### config.mk
export PLATFORM = sky130hd
export DESIGN_NAME = bsu_top
export DESIGN_NICKNAME = d
export VERILOG_FILES = /design/src/rtl/bsu_pkg.sv /design/src/rtl/bsu_addr_dec.sv /design/src/rtl/bsu_reg_bank.sv /design/src/rtl/bsu_top.sv
export SDC_FILE = /design/constraint.sdc
export NUM_CORES = 1
export LEC_CHECK = 0
export BUFFER_PORTS_ARGS = -buffer_cell sky130_fd_sc_hd__clkbuf_2
export CAP_MARGIN = 20
export CORE_MARGIN = 3
export CORE_UTILIZATION = 40
export DETAILED_ROUTE_END_ITERATION = 7
export GPL_ROUTABILITY_DRIVEN = 1
export PLACE_DENSITY = 0.64
export RECOVER_POWER = 100
export SLEW_MARGIN = 20
export SYNTH_ARGS = -nofsm -noshare
export SYNTH_HDL_FRONTEND = slang
export SYNTH_SLANG_ARGS = --single-unit
### constraint.sdc
create_clock -name i_ref_clk -period 11.85 [get_ports i_ref_clk]
set_clock_uncertainty 0.1 [all_clocks]
set_input_delay 2.37 -clock i_ref_clk [delete_from_list [all_inputs] [get_ports i_ref_clk]]
set_output_delay 2.37 -clock i_ref_clk [all_outputs]
set_load 0.005 [all_outputs]
### src/rtl/bsu_pkg.sv
package bsu_pkg;

  // register word addresses, low 28 bits of the peripheral page
  localparam logic [27:0] OFS_BUS_CONTROL_ONE    = 28'hFFFFFE0;
  localparam logic [27:0] OFS_BUS_CONTROL_TWO    = 28'hFFFFFE4;
  localparam logic [27:0] OFS_WAIT_STATE_CONTROL = 28'hFFFFFE8;
  localparam logic [27:0] OFS_MEMORY_KIND_CTRL   = 28'hFFFFFEC;
  localparam logic [27:0] OFS_REFRESH_TIMER_CS   = 28'hFFFFFF0;
  localparam logic [27:0] OFS_REFRESH_TIMER_CNT  = 28'hFFFFFF4;
  localparam logic [27:0] OFS_REFRESH_INTERVAL   = 28'hFFFFFF8;
  localparam logic [27:0] OFS_HALF_ADD           = 28'h0000002;
  localparam int          NUM_REGS               = 7;

  localparam logic [15:0] RST_BUS_CONTROL_ONE    = 16'h03F0;
  localparam logic [15:0] RST_BUS_CONTROL_TWO    = 16'h00FC;
  localparam logic [15:0] RST_WAIT_STATE_CONTROL = 16'hAAFF;
  localparam logic [15:0] RST_ZERO               = 16'h0000;
  localparam logic [15:0] WRITE_KEY              = 16'hA55A;

  // bus_control_one fields
  localparam int          BC1_MASTER_BIT         = 15;
  localparam int          BC1_BURST_ROM_BIT      = 11;
  localparam int          BC1_PART_SHARE_BIT     = 10;
  localparam logic [15:0] BC1_RSVD_MASK          = 16'h6008;

  // address map
  localparam logic [31:0] CS_REGION_TOP          = 32'h07FFFFFF;
  localparam logic [31:0] THRU_BASE              = 32'h20000000;
  localparam logic [31:0] THRU_TOP               = 32'h27FFFFFF;
  localparam logic [31:0] PURGE_BASE             = 32'h40000000;
  localparam logic [31:0] PURGE_TOP              = 32'h47FFFFFF;
  localparam logic [31:0] ADDR_ARRAY_BASE        = 32'h60000000;
  localparam logic [31:0] ADDR_ARRAY_TOP         = 32'h7FFFFFFF;
  localparam logic [31:0] DATA_ARRAY_BASE        = 32'hC0000000;
  localparam logic [31:0] DATA_ARRAY_TOP         = 32'hC0000FFF;
  localparam logic [31:0] SDRAM_MODE_BASE        = 32'hFFFF8000;
  localparam logic [31:0] SDRAM_MODE_TOP         = 32'hFFFFBFFF;
  localparam logic [31:0] PERIPH_BASE            = 32'hFFFFFE00;
  localparam int          EXT_ADDR_W             = 27;
  localparam int          CS_SEL_LSB             = 25;

  typedef enum logic [2:0] {
    SPC_EXTERNAL = 3'h0,
    SPC_CACHE    = 3'h1,
    SPC_SDRAM_MD = 3'h2,
    SPC_PERIPH   = 3'h3,
    SPC_RESERVED = 3'h4
  } bsu_space_t;

  typedef enum logic [2:0] {
    MK_ORDINARY  = 3'h0,
    MK_BURST_ROM = 3'h1,
    MK_SDRAM     = 3'h2,
    MK_DRAM      = 3'h3,
    MK_PSEUDO    = 3'h4
  } bsu_kind_t;

  typedef enum logic [3:0] {
    ST_IDLE     = 4'h1,
    ST_ARB      = 4'h2,
    ST_ACCESS   = 4'h4,
    ST_RELEASED = 4'h8
  } bsu_state_t;

endpackage

### src/rtl/bsu_addr_dec.sv
`timescale 1ns/1ps
module bsu_addr_dec (
  input  wire logic [31:0]        i_addr,     // processor address
  output bsu_pkg::bsu_space_t     o_space,    // class of the space hit
  output logic      [1:0]         o_cs_idx,   // chip-select space number
  output logic      [26:0]        o_ext_addr  // address on the external bus
);

  always_comb begin
    o_cs_idx   = i_addr[bsu_pkg::CS_SEL_LSB +: 2];
    o_ext_addr = i_addr[bsu_pkg::EXT_ADDR_W-1:0];
    if (i_addr <= bsu_pkg::CS_REGION_TOP) begin
      o_space = bsu_pkg::SPC_EXTERNAL;
    end else if (i_addr >= bsu_pkg::THRU_BASE && i_addr <= bsu_pkg::THRU_TOP) begin
      o_space = bsu_pkg::SPC_EXTERNAL;
    end else if ((i_addr >= bsu_pkg::PURGE_BASE && i_addr <= bsu_pkg::PURGE_TOP) ||
                 (i_addr >= bsu_pkg::ADDR_ARRAY_BASE && i_addr <= bsu_pkg::ADDR_ARRAY_TOP) ||
                 (i_addr >= bsu_pkg::DATA_ARRAY_BASE && i_addr <= bsu_pkg::DATA_ARRAY_TOP)) begin
      o_space = bsu_pkg::SPC_CACHE;
    end else if (i_addr >= bsu_pkg::SDRAM_MODE_BASE && i_addr <= bsu_pkg::SDRAM_MODE_TOP) begin
      o_space = bsu_pkg::SPC_SDRAM_MD;
    end else if (i_addr >= bsu_pkg::PERIPH_BASE) begin
      o_space = bsu_pkg::SPC_PERIPH;
    end else begin
      o_space = bsu_pkg::SPC_RESERVED;
    end
  end

endmodule

### src/rtl/bsu_reg_bank.sv
`timescale 1ns/1ps
module bsu_reg_bank #(
  parameter int N_REGS = bsu_pkg::NUM_REGS
) (
  input  wire logic        i_ref_clk, // system clock
  input  wire logic        i_rst,     // async reset, active high
  input  wire logic        i_we,      // write strobe
  input  wire logic [2:0]  i_idx,     // register index
  input  wire logic [15:0] i_wdata,   // write data
  input  wire logic        i_re,      // read strobe
  input  wire logic        i_master,  // strap value for the mode bit
  output logic      [15:0] o_rdata,   // registered read data
  output logic      [15:0] o_bc1      // live bus_control_one
);

  initial begin
    if (N_REGS != bsu_pkg::NUM_REGS) $error("bsu_reg_bank: N_REGS must be 7");
  end

  logic [15:0] regs_q [N_REGS];

  function automatic logic [15:0] reset_of(input int k);
    case (k)
      0:       reset_of = bsu_pkg::RST_BUS_CONTROL_ONE;
      1:       reset_of = bsu_pkg::RST_BUS_CONTROL_TWO;
      2:       reset_of = bsu_pkg::RST_WAIT_STATE_CONTROL;
      default: reset_of = bsu_pkg::RST_ZERO;
    endcase
  endfunction

  for (genvar g = 0; g < N_REGS; g++) begin : g_reg
    always_ff @(posedge i_ref_clk or posedge i_rst) begin
      if (i_rst) begin
        regs_q[g] <= reset_of(g);
      end else if (i_we && i_idx == 3'(g)) begin
        regs_q[g] <= i_wdata;
      end
    end
  end

  // reserved bits forced to zero, mode bit mirrors the strap
  always_comb begin
    o_bc1 = regs_q[0] & ~bsu_pkg::BC1_RSVD_MASK;
    o_bc1[bsu_pkg::BC1_MASTER_BIT] = i_master;
  end

  always_ff @(posedge i_ref_clk or posedge i_rst) begin
    if (i_rst) begin
      o_rdata <= 16'h0000;
    end else if (i_re) begin
      o_rdata <= (i_idx == 3'h0) ? o_bc1 : regs_q[i_idx];
    end
  end

endmodule

### src/rtl/bsu_top.sv
`timescale 1ns/1ps
// Operation
// - register is 16 bits; 32-bit read returns zeros in the upper half
// - 32-bit write takes effect only when upper half equals the key
// - half-word accesses only read; writes need the keyed long form
// - registers sit at their word address, half-word at address plus two
// - external range split into four 32-Mbyte chip-select spaces from zero
// - cache-through region aliases the cached region; 128 Mbytes external
// - allowed memory kinds fixed per chip-select space
// - purge, address array and data array spaces go to cache control
// - two lower lane strobes serve D15-D8 and D7-D0 per memory kind
// - read strobe low during reads; external buffer drives only then
// - arbitration input: grant in share/slave, release request in total master
// - arbitration output: request in share/slave, grant in total master
// - clock-enable output for synchronous DRAM, low for self-refresh
// - top two address bits pick the space, 25 bits address within it
// - partial-share master: only space two needs bus ownership
module bsu_top (
  input  wire logic        i_ref_clk,          // 20 MHz system clock
  input  wire logic        i_rst,              // async reset, active high
  input  wire logic        i_slave_strap,      // mode strap, 1 = slave
  input  wire logic        i_acc_req,          // access request pulse
  input  wire logic [31:0] i_acc_addr,         // access address
  input  wire logic        i_acc_wr,           // 1 = write
  input  wire logic        i_acc_long,         // 1 = 32-bit, 0 = 16-bit
  input  wire logic [1:0]  i_acc_lane,         // lanes D15-D8, D7-D0 used
  input  wire logic [31:0] i_acc_wdata,        // write data
  input  wire logic        i_acc_vec,          // access is a vector fetch
  input  wire logic        i_self_refresh_req, // hold sdram in self-refresh
  input  wire logic        i_wait_n,           // hardware wait, low = wait
  input  wire logic        i_arb_in_n,         // grant or release request
  input  wire logic [31:0] i_ext_rdata,        // external read data
  output logic             o_acc_done,         // access finished pulse
  output logic      [31:0] o_acc_rdata,        // access read data
  output logic             o_acc_err,          // reserved space hit
  output logic             o_cache_req,        // cache-control space pulse
  output logic      [3:0]  o_cs_n,             // chip selects, low active
  output logic      [26:0] o_ext_addr,         // external address
  output logic      [31:0] o_ext_wdata,        // external write data
  output logic             o_data_oe_n,        // low while driving data
  output logic             o_bus_oe_n,         // low while driving strobes
  output logic      [2:0]  o_mem_kind,         // kind of the current access
  output logic             o_lane_strobe_third_byte_n, // lane D15-D8
  output logic             o_lane_strobe_low_byte_n,   // lane D7-D0
  output logic             o_read_strobe_n,    // read strobe, low active
  output logic             o_vector_fetch_flag_out,    // vector fetch
  output logic             o_arb_out_n,        // request or grant out
  output logic             o_sdram_cke         // sdram clock enable
);

  ////////////////////////////////////////////////////////////////////////////
  // decode and register bank

  bsu_pkg::bsu_space_t space;
  logic [1:0]          cs_idx;
  logic [26:0]         ext_addr;
  logic [15:0]         bc1;
  logic [15:0]         reg_rdata;
  logic                slave_q;
  logic                strap_done_q;

  bsu_addr_dec u_dec (
    .i_addr     (i_acc_addr),
    .o_space    (space),
    .o_cs_idx   (cs_idx),
    .o_ext_addr (ext_addr)
  );

  logic       reg_hit;
  logic       reg_half;
  logic [2:0] reg_idx;
  logic       reg_we;
  logic       reg_re;

  // long accesses hit the word address, half-words the address plus two
  always_comb begin
    reg_hit  = 1'b0;
    reg_half = 1'b0;
    reg_idx  = 3'h0;
    for (int k = 0; k < bsu_pkg::NUM_REGS; k++) begin
      if (i_acc_addr[31:28] == 4'hF &&
          i_acc_addr[27:0] == bsu_pkg::OFS_BUS_CONTROL_ONE + 28'(4 * k) +
            (i_acc_long ? 28'h0000000 : bsu_pkg::OFS_HALF_ADD)) begin
        reg_hit  = 1'b1;
        reg_half = ~i_acc_long;
        reg_idx  = 3'(k);
      end
    end
  end

  bsu_pkg::bsu_state_t state_q;
  logic                idle;
  assign idle   = (state_q == bsu_pkg::ST_IDLE);
  assign reg_re = idle && i_acc_req && reg_hit;
  assign reg_we = reg_re && i_acc_wr && !reg_half &&
                  i_acc_wdata[31:16] == bsu_pkg::WRITE_KEY;

  bsu_reg_bank u_regs (
    .i_ref_clk (i_ref_clk),
    .i_rst     (i_rst),
    .i_we      (reg_we),
    .i_idx     (reg_idx),
    .i_wdata   (i_acc_wdata[15:0]),
    .i_re      (reg_re),
    .i_master  (slave_q),
    .o_rdata   (reg_rdata),
    .o_bc1     (bc1)
  );

  // strap caught on the first edge after reset release
  always_ff @(posedge i_ref_clk or posedge i_rst) begin
    if (i_rst) begin
      slave_q      <= 1'b0;
      strap_done_q <= 1'b0;
    end else if (!strap_done_q) begin
      slave_q      <= i_slave_strap;
      strap_done_q <= 1'b1;
    end
  end

  ////////////////////////////////////////////////////////////////////////////
  // memory kind per space, from the live control bits

  bsu_pkg::bsu_kind_t kind;
  logic [2:0]         dram_sel;
  assign dram_sel = bc1[2:0];

  always_comb begin
    case (cs_idx)
      2'h0:    kind = bc1[bsu_pkg::BC1_BURST_ROM_BIT] ? bsu_pkg::MK_BURST_ROM
                                                      : bsu_pkg::MK_ORDINARY;
      2'h1:    kind = bsu_pkg::MK_ORDINARY;
      2'h2:    kind = dram_sel[2] ? bsu_pkg::MK_SDRAM : bsu_pkg::MK_ORDINARY;
      default: begin
        case (dram_sel)
          3'h1, 3'h5: kind = bsu_pkg::MK_SDRAM;
          3'h2:       kind = bsu_pkg::MK_DRAM;
          3'h3:       kind = bsu_pkg::MK_PSEUDO;
          default:    kind = bsu_pkg::MK_ORDINARY;
        endcase
      end
    endcase
  end

  ////////////////////////////////////////////////////////////////////////////
  // ownership policy

  logic total_master;
  logic need_arb;
  assign total_master = !slave_q && !bc1[bsu_pkg::BC1_PART_SHARE_BIT];
  // in partial share only space two is shared
  assign need_arb = slave_q || (bc1[bsu_pkg::BC1_PART_SHARE_BIT] && cs_idx == 2'h2);

  ////////////////////////////////////////////////////////////////////////////
  // bus state machine

  bsu_pkg::bsu_state_t state_d;
  logic                ext_go;
  logic                acc_end;
  logic                cur_wr_q;
  logic                cur_arb_q;

  assign ext_go  = idle && i_acc_req && space == bsu_pkg::SPC_EXTERNAL;
  // wait input only matters while we own the bus
  assign acc_end = (state_q == bsu_pkg::ST_ACCESS) && i_wait_n;

  always_comb begin
    state_d = state_q;
    case (state_q)
      bsu_pkg::ST_IDLE: begin
        if (total_master && !i_arb_in_n) begin
          state_d = bsu_pkg::ST_RELEASED;
        end else if (ext_go) begin
          // fields are captured on entry, so pins use them one cycle later
          state_d = bsu_pkg::ST_ARB;
        end
      end
      bsu_pkg::ST_ARB: begin
        if (!cur_arb_q || !i_arb_in_n) begin
          state_d = bsu_pkg::ST_ACCESS;
        end
      end
      bsu_pkg::ST_ACCESS: begin
        if (i_wait_n) begin
          state_d = bsu_pkg::ST_IDLE;
        end
      end
      bsu_pkg::ST_RELEASED: begin
        if (i_arb_in_n) begin
          state_d = bsu_pkg::ST_IDLE;
        end
      end
      default: state_d = bsu_pkg::ST_IDLE;
    endcase
  end

  always_ff @(posedge i_ref_clk or posedge i_rst) begin
    if (i_rst) begin
      state_q <= bsu_pkg::ST_IDLE;
    end else begin
      state_q <= state_d;
    end
  end

  ////////////////////////////////////////////////////////////////////////////
  // captured external access

  logic       cur_vec_q;
  logic [1:0] cur_lane_q;
  logic [1:0] cur_cs_q;

  always_ff @(posedge i_ref_clk or posedge i_rst) begin
    if (i_rst) begin
      cur_wr_q    <= 1'b0;
      cur_arb_q   <= 1'b0;
      cur_vec_q   <= 1'b0;
      cur_lane_q  <= 2'h0;
      cur_cs_q    <= 2'h0;
      o_ext_addr  <= 27'h0000000;
      o_ext_wdata <= 32'h00000000;
      o_mem_kind  <= 3'h0;
    end else if (ext_go && state_d != bsu_pkg::ST_RELEASED) begin
      cur_wr_q    <= i_acc_wr;
      cur_arb_q   <= need_arb;
      cur_vec_q   <= i_acc_vec;
      cur_lane_q  <= i_acc_lane;
      cur_cs_q    <= cs_idx;
      o_ext_addr  <= ext_addr;
      o_ext_wdata <= i_acc_wdata;
      o_mem_kind  <= kind;
    end
  end

  ////////////////////////////////////////////////////////////////////////////
  // pin drive

  logic       access_d;
  logic       basic_d;
  logic [1:0] lane_act_d;
  assign access_d = (state_d == bsu_pkg::ST_ACCESS);
  assign basic_d  = (o_mem_kind == bsu_pkg::MK_ORDINARY ||
                     o_mem_kind == bsu_pkg::MK_BURST_ROM);
  // basic interface marks written lanes only; others strobe every used lane
  assign lane_act_d = (access_d && (!basic_d || cur_wr_q)) ? cur_lane_q : 2'h0;

  always_ff @(posedge i_ref_clk or posedge i_rst) begin
    if (i_rst) begin
      o_cs_n                     <= 4'hF;
      o_lane_strobe_third_byte_n <= 1'b1;
      o_lane_strobe_low_byte_n   <= 1'b1;
      o_read_strobe_n            <= 1'b1;
      o_vector_fetch_flag_out    <= 1'b0;
      o_data_oe_n                <= 1'b1;
      o_bus_oe_n                 <= 1'b0;
    end else begin
      o_cs_n                     <= access_d ? ~(4'h1 << cur_cs_q) : 4'hF;
      o_lane_strobe_third_byte_n <= ~lane_act_d[1];
      o_lane_strobe_low_byte_n   <= ~lane_act_d[0];
      o_read_strobe_n            <= ~(access_d && !cur_wr_q);
      o_vector_fetch_flag_out    <= access_d && cur_vec_q;
      o_data_oe_n                <= ~(access_d && cur_wr_q);
      o_bus_oe_n                 <= (state_d == bsu_pkg::ST_RELEASED);
    end
  end

  // request held through arbitration and the access; grant while released
  always_ff @(posedge i_ref_clk or posedge i_rst) begin
    if (i_rst) begin
      o_arb_out_n <= 1'b1;
    end else if (total_master) begin
      o_arb_out_n <= ~(state_d == bsu_pkg::ST_RELEASED);
    end else begin
      o_arb_out_n <= ~((state_d == bsu_pkg::ST_ARB && !idle) ||
                       (state_d == bsu_pkg::ST_ACCESS && cur_arb_q) ||
                       (state_q == bsu_pkg::ST_IDLE && ext_go && need_arb));
    end
  end

  always_ff @(posedge i_ref_clk or posedge i_rst) begin
    if (i_rst) begin
      o_sdram_cke <= 1'b1;
    end else begin
      o_sdram_cke <= ~i_self_refresh_req;
    end
  end

  ////////////////////////////////////////////////////////////////////////////
  // access answers; non-external spaces finish one cycle later, register accesses two cycles later

  logic local_go;
  logic reg_rd_q;
  assign local_go = idle && i_acc_req && space != bsu_pkg::SPC_EXTERNAL &&
                    !(total_master && !i_arb_in_n);

  always_ff @(posedge i_ref_clk or posedge i_rst) begin
    if (i_rst) begin
      o_acc_done  <= 1'b0;
      o_acc_err   <= 1'b0;
      o_cache_req <= 1'b0;
      reg_rd_q    <= 1'b0;
      o_acc_rdata <= 32'h00000000;
    end else begin
      // register answers wait a cycle for the bank's registered read data
      o_acc_done  <= (local_go && !reg_re) || acc_end || reg_rd_q;
      o_acc_err   <= local_go && space == bsu_pkg::SPC_RESERVED;
      o_cache_req <= local_go && space == bsu_pkg::SPC_CACHE;
      reg_rd_q    <= reg_re;
      if (acc_end && !cur_wr_q) begin
        o_acc_rdata <= i_ext_rdata;
      end else if (reg_rd_q) begin
        o_acc_rdata <= {16'h0000, reg_rdata};
      end else if (local_go) begin
        o_acc_rdata <= 32'h00000000;
      end
    end
  end

endmodule

==> flow_summary.ini, run 1 <==
[run_status]
status = finished, violations left
violations = capacitance limit, slew limit

[power_and_ir_drop]
pwr-share-clk = 0.417
pwr-share-seq = 0.441
p_switching_uw = 585
leakagePower_uw = 0.00622
p_per_area_nw_per_um2 = 176
internal_power_uw = 1730
power_frac_comb = 0.142
vdd_drop_max_uv = 90.8
p_sw_frac = 0.252

[logic_synthesis]
yosysWarnings = 0
synth_edf_count = 0
synthDistinctLibCells = 57
yosysTopAreaCellShare = 0.481
syn_area_sq_um = 10900
yosysTopAreaCell = dfrtp_1
synth_nets = 1001
yosys_register_bits = 245
synth.most_common_cell = dfrtp_1
ys_seq_area_frac = 0.565
async_flop_share = 1.00
netlist_top_cells_area = dfrtp_1 (48%), mux2_2 (18%), dfstp_2 (8.4%)
netlist_top_cells_count = dfrtp_1 (210), mux2_2 (177), nand2_1 (82)
synth_ff_type = dfrtp_1
synth_cells = 893
postSynthAreaPerCell_sq_um = 12.2

[timing]
setup-violations-final = 0
rsz0062_at_grt = no
post-route-min-period_ns = 6.97
fin_crit_sh = 0.588
drv_slew = 203
whs_ns = 0.310
timing.fmax_mhz = 143
fin_setup_tns_ns = 0
relSlewSlack = -2.33
hold_viol_final = 0
worst_pin_slew_ns = 4.96
final.setup.worst_slack_ns = 4.88

[grt]
grt_pass1_vias = 7561
grt_pass1_wl_um = 43200
grt-ovfl-total = 0
antenna_found_initial = 0
grt_max_degree = 112
grt_use_total = 0.183

[placed_design]
gp_congestion = 0.840
dp_cells = 1400
pre_cts_ws_ns = 6.24
portBuffers = 216
dpl.hpwl_um = 19400

[critical_path]
rr_endpoint = o_ext_wdata[1]$_DFFE_PP0P_
crit_chain = clkbuf_2, nand4_1, nor4_1, nand4_4, nor4_1, clkbuf_1, mux2_2
rr_worst_depth = 5
r2r-start = state_q[0]$_DFF_PP1_
slowest_stage = nor4_1
rrSetupSlack_ns = 6.30
crit_required_ns = 12.16
cp_slowest_stage_delay_ns = 2.04
crit_top_cell = nor4_1
start_kind = input pin
cp.arrival_ns = 7.28
path_delay_family = simple AND/OR/NAND/NOR gates
endpoint_kind = flop
crit_buf_inv = 2
path_class = input pin to flop
cp_max_fo = 16

[floorplanning]
row_count = 59
die_x_um = 171
core_region_area_sq_um = 26400
initial_core_util = 0.414
dieArea_sq_um = 29300
die_y_um = 171
num_io_pins = 217

[run]
maxCapViolations = 4

[cts]
clk_pin_slew_worst_paths_ns = 0.06
cts_root_buf = clkbuf_16
clkLatencyLatePin_ns = 0.53
cts_inserted_buffers = 28
post_cts_buffers = 0
htreeDepth = 1
cts.path.max_buffers = 3
cts.repair.resized = 0
cts_hold_buffers = 0
cts_tree = done
cts_sinks = 245

[hold_path]
whs_endpoint = o_lane_strobe_low_byte_n$_DFF_PP1_
hold_depth = 1
holdCritPathClass = flop to flop
hp-start = cur_lane_q[0]$_DFFE_PP0P_

[cells_and_area]
final_util = 0.497
stdcell_count = 1453
drive_gt1_frac = 0.365
antennaDiodeCount = 0
nNetsFinal = 1204
area.growth.synth_to_final_pct = 20.1
nFillCells = 2410

[routing]
wire_per_inst_um = 19.1
ant_nets = 0
drc_errors = 0
vias = 7737
drt-total-wl_um = 27800
viasPerCell = 5.32
drtIter0Drc = 462
drt_pre_antenna_iters = 5
worst register-to-register path, cell delays in order (launching register included):
cell and delay, ns:
dfstp_2 0.62, or4b_4 0.54, nor3_1 0.48, nor2b_1 0.60, clkbuf_1 2.55, mux2_2 0.56
power by group through the flow:
stage	clock, uW	sequential (uW)	combinational, uW
after global routing	1020	1040	362
after detailed placement	0	1040	356
after floorplan	0	1030	171
after CTS	986	1020	357
after global placement	0	1030	352
final	966	1020	328
metrics by stage:
step                      total power (uW)  cell area, sq um
final                                 2320             13100
after global routing                  2420             13100
after CTS                             2370             13400
after detailed placement              1390             12300
after global placement                1380             12300
after floorplan                       1200             10900
area by class of cell:
class                           instances  area, sq um  share of cell area
Sequential cell                       245         6170               0.471
Multi-Input combinational cell        572         4350               0.331
Timing Repair Buffer                  231         1060              0.0808
Clock buffer                           34          774              0.0590
Tap cell                              335          419              0.0319
Clock inverter                         18          278              0.0212
Inverter                               18         68.8             0.00524
cells by family (layout without fill, tap and decap cells):
logic type             count (synthesis)  after routing  share of synthesized area
other                                  1              1                   0.000343
flip-flops                           245            245                      0.565
AO/OA/AOI/OAI                        132            132                     0.0795
buffers and inverters                 76            301                     0.0290
multiplexers                         197            197                      0.205
AND/OR/NAND/NOR                      241            241                      0.120
XOR/XNOR                               1              1                   0.000802
per-layer routing:
layer / part of all wire / vias up / GRT usage
met4: 0.020 / 0 / 0.0437
met2: 0.47 / 209 / 0.293
met1: 0.46 / 3846 / 0.266
met3: 0.045 / 37 / 0.0264
met5: 0 / - / 0
li1: - / 3645 / -
layout by cell type (no fill, tap or decap), drive strengths merged, types with 3 or more instances in the layout:
cell / n
o22a: 7
nor2b: 10
inv: 18
nand4: 11
o22ai: 7
dfrtp: 210
a211o: 6
mux2: 187
dfstp: 35
clkinv: 8
nand3: 32
nor4: 7
mux2i: 10
a21oi: 35
a22o: 11
nor2: 33
bufinv: 7
nand2b: 7
nand2: 82
o221ai: 7
clkbuf: 257
nand3b: 18
a31oi: 18
a41oi: 7
o21ai: 24
nor4b: 4
buf: 8
or3: 5
nor3: 14
clkinvlp: 3
worst max path at each step:
stage              startpoint  slack (ns)  cells past startpoint                            end
2_1_floorplan           i_rst        2.71                      1          cur_arb_q$_DFFE_PP0P_
3_3_place_gp   i_acc_addr[26]        6.31                      6  u_regs.regs_q[55]$_DFFE_PP0P_
3_5_place_dp   i_acc_addr[25]        6.24                      6  u_regs.regs_q[62]$_DFFE_PP0P_
4_1_cts        i_acc_addr[25]        6.78                      6  u_regs.regs_q[62]$_DFFE_PP0P_
5_1_grt        i_acc_addr[31]        4.46                      6      o_mem_kind[2]$_DFFE_PP0P_
6_report       i_acc_addr[25]        4.88                      7  u_regs.regs_q[43]$_DFFE_PP0P_
flip-flops by register name, summed over array words and instances (netlist names), 2 cells and up:
register,cells
u_regs.o_rdata,16
o_cs_n,4
cur_lane_q,2
u_regs.o_bc1,12
o_mem_kind,3
o_ext_addr,27
u_regs.regs_q,96
o_acc_rdata,32
state_q,4
o_ext_wdata,32
Note: power is estimated with default switching activity, not from simulation.
==> inputs of run 2 (changes only) <==
--- a/config.mk
+++ b/config.mk
@@ -5,13 +5,14 @@
 export SDC_FILE = /design/constraint.sdc
 export NUM_CORES = 1
 export LEC_CHECK = 0
+export ABC_AREA = 1
 export BUFFER_PORTS_ARGS = -buffer_cell sky130_fd_sc_hd__clkbuf_2
 export CAP_MARGIN = 20
 export CORE_MARGIN = 3
 export CORE_UTILIZATION = 40
 export DETAILED_ROUTE_END_ITERATION = 7
 export GPL_ROUTABILITY_DRIVEN = 1
-export PLACE_DENSITY = 0.64
+export PLACE_DENSITY = 0.66
 export RECOVER_POWER = 100
 export SLEW_MARGIN = 20
 export SYNTH_ARGS = -nofsm -noshare
==> constraint.sdc (replaced) <==
create_clock -name i_ref_clk -period 5.7 [get_ports i_ref_clk]
set_clock_uncertainty 0.1 [all_clocks]
set_input_delay 1.14 -clock i_ref_clk [delete_from_list [all_inputs] [get_ports i_ref_clk]]
set_output_delay 1.14 -clock i_ref_clk [all_outputs]
set_load 0.005 [all_outputs]
==> flow_summary.ini, run 2 <==
[run_status]
status = finished, violations left
violations = capacitance limit, slew limit

[timing]
setup-violations-final = 0
fin_crit_sh = 0.772
worst_pin_slew_ns = 1.71
timing.fmax_mhz = 227
post-route-min-period_ns = 4.40
relSlewSlack = -0.140
fin_setup_tns_ns = 0
rsz0062_at_grt = no
hold_viol_final = 0
drv_slew = 50

[logic_synthesis]
postSynthAreaPerCell_sq_um = 8.11
ys_seq_area_frac = 0.558
yosysWarnings = 0
syn_area_sq_um = 11100
async_flop_share = 1.00
yosysTopAreaCell = dfrtp_1
yosys_register_bits = 245
yosysTopAreaCellShare = 0.475
synthDistinctLibCells = 38
synth_cells = 1365
synth_ff_type = dfrtp_1
netlist_top_cells_area = dfrtp_1 (47%), nand2_1 (15%), o21ai_0 (8.3%)
synth_nets = 1473
synth.most_common_cell = nand2_1
synth_edf_count = 0
netlist_top_cells_count = nand2_1 (446), dfrtp_1 (210), o21ai_0 (184)

[cells_and_area]
antennaDiodeCount = 0
final_cell_mix = nand2_1 (448), dfrtp_1 (210), o21ai_0 (201)
nNetsFinal = 1671
top_register = u_regs.regs_q
layout_commonest_cell = nand2_1
stdcell_area_sq_um = 13300
largest_reg_flops = 96
drive_gt1_frac = 0.150
reg_top3 = u_regs.regs_q (96), o_acc_rdata (32), o_ext_wdata (32)
stdcell_count = 1954
area.growth.synth_to_final_pct = 20.0

[grt]
antenna_found_initial = 0
gr-max-usage-layer = met2
grt_use_total = 0.199
grt_pass1_vias = 9192
grt_pass1_wl_um = 48100
grt_max_degree = 166
grt_use_met1 = 0.281
grt-ovfl-total = 0
gr-usage-met2 = 0.320
use_met3 = 0.0286

[power_and_ir_drop]
vdd_drop_max_uv = 164
leakagePower_uw = 0.00685
p_per_area_nw_per_um2 = 350

[hold_path]
holdCritPathClass = flop to flop
hp-start = cur_lane_q[1]$_DFFE_PP0P_

[routing]
drt_pre_antenna_iters = 5
drt-total-wl_um = 29600
drc_errors = 0
drtIter0Drc = 694
vias = 9427
viasPerCell = 4.82
ant_nets = 0
wire_per_inst_um = 15.1

[cts]
cts.path.max_buffers = 3
clk_pin_slew_worst_paths_ns = 0.06
cts_sinks = 245
clkLatencyLatePin_ns = 0.52
htreeDepth = 1
cts.repair.resized = 0
cts_hold_buffers = 0
cts_tree = done
cts_inserted_buffers = 27
post_cts_buffers = 0
cts_root_buf = clkbuf_16

[placed_design]
gp_congestion = 0.895
dpl.hpwl_um = 21300
dp_cells = 1906
portBuffers = 216
dpl_cell_area_sq_um = 12500

[floorplanning]
num_io_pins = 217
die_x_um = 172
initial_core_util = 0.409
row_count = 60
dieArea_sq_um = 29700
core_region_area_sq_um = 27100
die_y_um = 172

[critical_path]
endpoint_kind = flop
rrSetupSlack_ns = 1.45
cp.arrival_ns = 4.71
startpoint = i_acc_addr[31]
r2r-start = state_q[1]$_DFF_PP0_
start_kind = input pin
crit_required_ns = 6.01
path_class = input pin to flop
cp_max_fo = 19

[run]
maxCapViolations = 1
-- run 2: power breakdown --
part           internal [uW]  total [uW]  switching (uW)
combinational            237         594             357
clock                   1250        1950             705
sequential              1970        2110             134
total                   3450        4650            1200
-- run 2: path summary, 6_finish.rpt --
check,to,cells past startpoint
worst max-delay path,u_regs.o_bc1[12]$_DFFE_PP0P_,14
worst min-delay path,o_lane_strobe_third_byte_n$_DFF_PP1_,1
worst max register to register,o_acc_rdata[28]$_DFFE_PP0P_,5
worst min register to register,o_lane_strobe_third_byte_n$_DFF_PP1_,1
max in group asynchronous,u_regs.regs_q[74]$_DFFE_PP0P_,3
min in group asynchronous,o_ext_addr[21]$_DFFE_PP0P_,3
-- run 2: kinds of logic after synthesis --
group,count (synthesis),share of synthesized area
and+or+nand+nor,639,0.239
DFF,245,0.558
buffers and inverters,240,0.0868
AOI/OAI and AO/OA,239,0.115
muxes,1,0.00102
other,1,0.000339
-- run 2: through the flow --
step,util,power (uW),worst slack (ns),hold slack [ns]
after global placement,0.459,2760,1.48,0.301
after CTS,0.497,4750,1.78,0.312
final,0.490,4650,1.30,0.313
after detailed placement,0.459,2780,1.24,0.302
after global routing,0.490,4890,0.766,0.338
after floorplan,-,2400,1.27,0.276
-- run 2: metal layers --
layer  up-vias  part of all wire
li1       4710                 -
met1      4390              0.47
met2       273              0.45
met3        54             0.053
met4         0             0.030
met5         -                 0
-- run 2: final cells by class --
type	instances	area (sq um)
Tap cell	372	465
Sequential cell	245	6170
Inverter	183	688
Clock inverter	14	253
Timing Repair Buffer	226	1060
Multi-Input combinational cell	880	3900
Fill cell	2701	13800
Clock buffer	34	752
-- run 2: critical path, stage by stage --
cell	delay, ns
clkbuf_1	0.21
nand3_1	0.10
nor2_1	0.11
nand2_1	0.14
nor3_1	0.35
nand2_1	0.14
a21oi_1	0.99
nand2_2	0.08
inv_1	0.15
nand2_1	0.16
nor2_1	0.71
inv_2	0.24
nand2_1	0.13
nand2_1	0.05
==> inputs of run 3 (changes only) <==
==> constraint.sdc (replaced) <==
create_clock -name i_ref_clk -period 3.9 [get_ports i_ref_clk]
set_clock_uncertainty 0.1 [all_clocks]
set_input_delay 0.78 -clock i_ref_clk [delete_from_list [all_inputs] [get_ports i_ref_clk]]
set_output_delay 0.78 -clock i_ref_clk [all_outputs]
set_load 0.005 [all_outputs]
==> flow_summary.ini, run 3 (synthesis results as in run 2) <==
[run_status]
status = finished, violations left
violations = capacitance limit, slew limit

[cts]
cts_root_buf = clkbuf_16
cts.path.max_buffers = 3
cts.repair.resized = 0
cts_tree = done
clkLatencyLatePin_ns = 0.52
post_cts_buffers = 0
cts_inserted_buffers = 27
htreeDepth = 1
clk_pin_slew_worst_paths_ns = 0.06
cts_hold_buffers = 0
cts_sinks = 245

[routing]
drt_pre_antenna_iters = 5
drt-total-wl_um = 29400
drc_errors = 0
drtIter0Drc = 702
ant_nets = 0
viasPerCell = 4.82
wire_per_inst_um = 14.9
vias = 9484

[power_and_ir_drop]
p_per_area_nw_per_um2 = 490
leakagePower_uw = 0.00681
vdd_drop_max_uv = 333
total_power_uw = 6490

[run]
maxCapViolations = 3

[critical_path]
start_kind = input pin
cp_max_fo = 13
crit_required_ns = 4.24
r2r-start = state_q[3]$_DFF_PP0_
crit_buf_inv = 3
slowest_stage = o2111ai_1
endpoint_kind = flop
crit_chain = clkbuf_1, nand2_1, nor2_1, nand2_1, nor2_8, o2111ai_1, a21oi_4, nand2_1, inv_1, nand2_1, nor2_4, clkbuf_1, nand2_1, o21ai_0
path_class = input pin to flop
cp.arrival_ns = 3.71
path_delay_family = simple AND/OR/NAND/NOR gates
cp_slowest_stage_delay_ns = 0.45
crit_top_cell = nand2_1
startpoint = i_acc_addr[23]

[floorplanning]
core_region_area_sq_um = 27100
dieArea_sq_um = 29700
die_y_um = 172
row_count = 60
initial_core_util = 0.409
die_x_um = 172
num_io_pins = 217

[hold_path]
holdCritPathClass = input pin to flop
hp-start = i_self_refresh_req

[cells_and_area]
reg_top3 = u_regs.regs_q (96), o_acc_rdata (32), o_ext_wdata (32)
nFillCells = 2713
antennaDiodeCount = 0
area.growth.synth_to_final_pct = 19.7
drive_gt1_frac = 0.150
stdcell_count = 1966
layout_commonest_cell = nand2_1
largest_reg_flops = 96
final_cell_mix = nand2_1 (448), dfrtp_1 (210), o21ai_0 (201)
top_register = u_regs.regs_q
nNetsFinal = 1682

[timing]
whs_ns = 0.257
relSlewSlack = -0.0897
post-route-min-period_ns = 3.37
timing.fmax_mhz = 297
fin_crit_sh = 0.864
rsz0062_at_grt = no
setup-violations-final = 0
worst_pin_slew_ns = 1.63
drv_slew = 164
hold_viol_final = 0

[placed_design]
dp_cells = 1917
dpl.hpwl_um = 21200
portBuffers = 216
gp_congestion = 0.895

[grt]
antenna_found_initial = 0
grt_max_degree = 107
grt-ovfl-total = 0
grt_pass1_vias = 9204
grt_pass1_wl_um = 47800
grt_use_total = 0.198
## run 3: changes by cell type in the layout (fill, tap and decap cells not counted), moves of 2 or more
cell,delta
clkbuf_2,+2
inv_2,-3
inv_1,+2
bufinv_16,-4
clkbuf_1,+11
clkbuf_8,-2
buf_4,+4
## run 3: path summary, 6_finish.rpt
| kind | to | slack (ns) | cells after the start |
|---|---|---|---|
| max | u_regs.regs_q[70]$_DFFE_PP1P_ | 0.53 | 14 |
| min | o_sdram_cke$_DFF_PP1_ | 0.26 | 2 |
| max reg2reg | o_acc_rdata[12]$_DFFE_PP0P_ | 0.79 | 9 |
| min reg2reg | o_lane_strobe_third_byte_n$_DFF_PP1_ | 0.30 | 1 |
| max in group asynchronous | u_regs.regs_q[49]$_DFFE_PP0P_ | 0.95 | 3 |
| min in group asynchronous | o_ext_addr[21]$_DFFE_PP0P_ | 0.52 | 2 |
## run 3: power breakdown
part	internal [uW]	leakage, uW	switching, uW
logic	343	0.00324	526
clock network	1530	0.000429	1010
registers	2880	0.00314	196
## run 3: metal layers
| metal | track usage | share of wire |
|---|---|---|
| met5 | 0 | 0 |
| met4 | 0.0666 | 0.034 |
| met3 | 0.0299 | 0.056 |
| met2 | 0.318 | 0.45 |
| met1 | 0.276 | 0.46 |
## run 3: cell type report
type	instances	area, sq um	share of cell area
clock buffers	36	739	0.0558
repair buffers	237	1110	0.0836
multi-input cells	880	3920	0.296
flip-flops and latches	245	6170	0.466
clock inverters	13	158	0.0119
inverters	183	688	0.0519
well taps	372	465	0.0351
## run 3: through the flow
| stage | area [sq um] | utilization | setup WS (ns) | TNS [ns] |
|---|---|---|---|---|
| finish | 13300 | 0.489 | 0.529 | 0 |
| global route | 13300 | 0.489 | 0.238 | 0 |
| CTS | 13500 | 0.497 | 0.844 | 0 |
| detailed placement | 12600 | 0.464 | 0.299 | 0 |
| global placement | 12600 | 0.464 | -0.110 | -1.26 |
| floorplan | 11100 | - | -0.169 | -35.53 |
## run 3: worst register-to-register path, cell delays in order (launching register included)
cell and delay [ns]:
dfrtp_1 0.39, nor2_1 0.20, inv_1 0.07, nor3_1 0.20, nand2_1 0.19, nor3_1 0.35, inv_1 0.15, nand3_1 0.09
clkbuf_1 0.98, o21ai_0 0.23
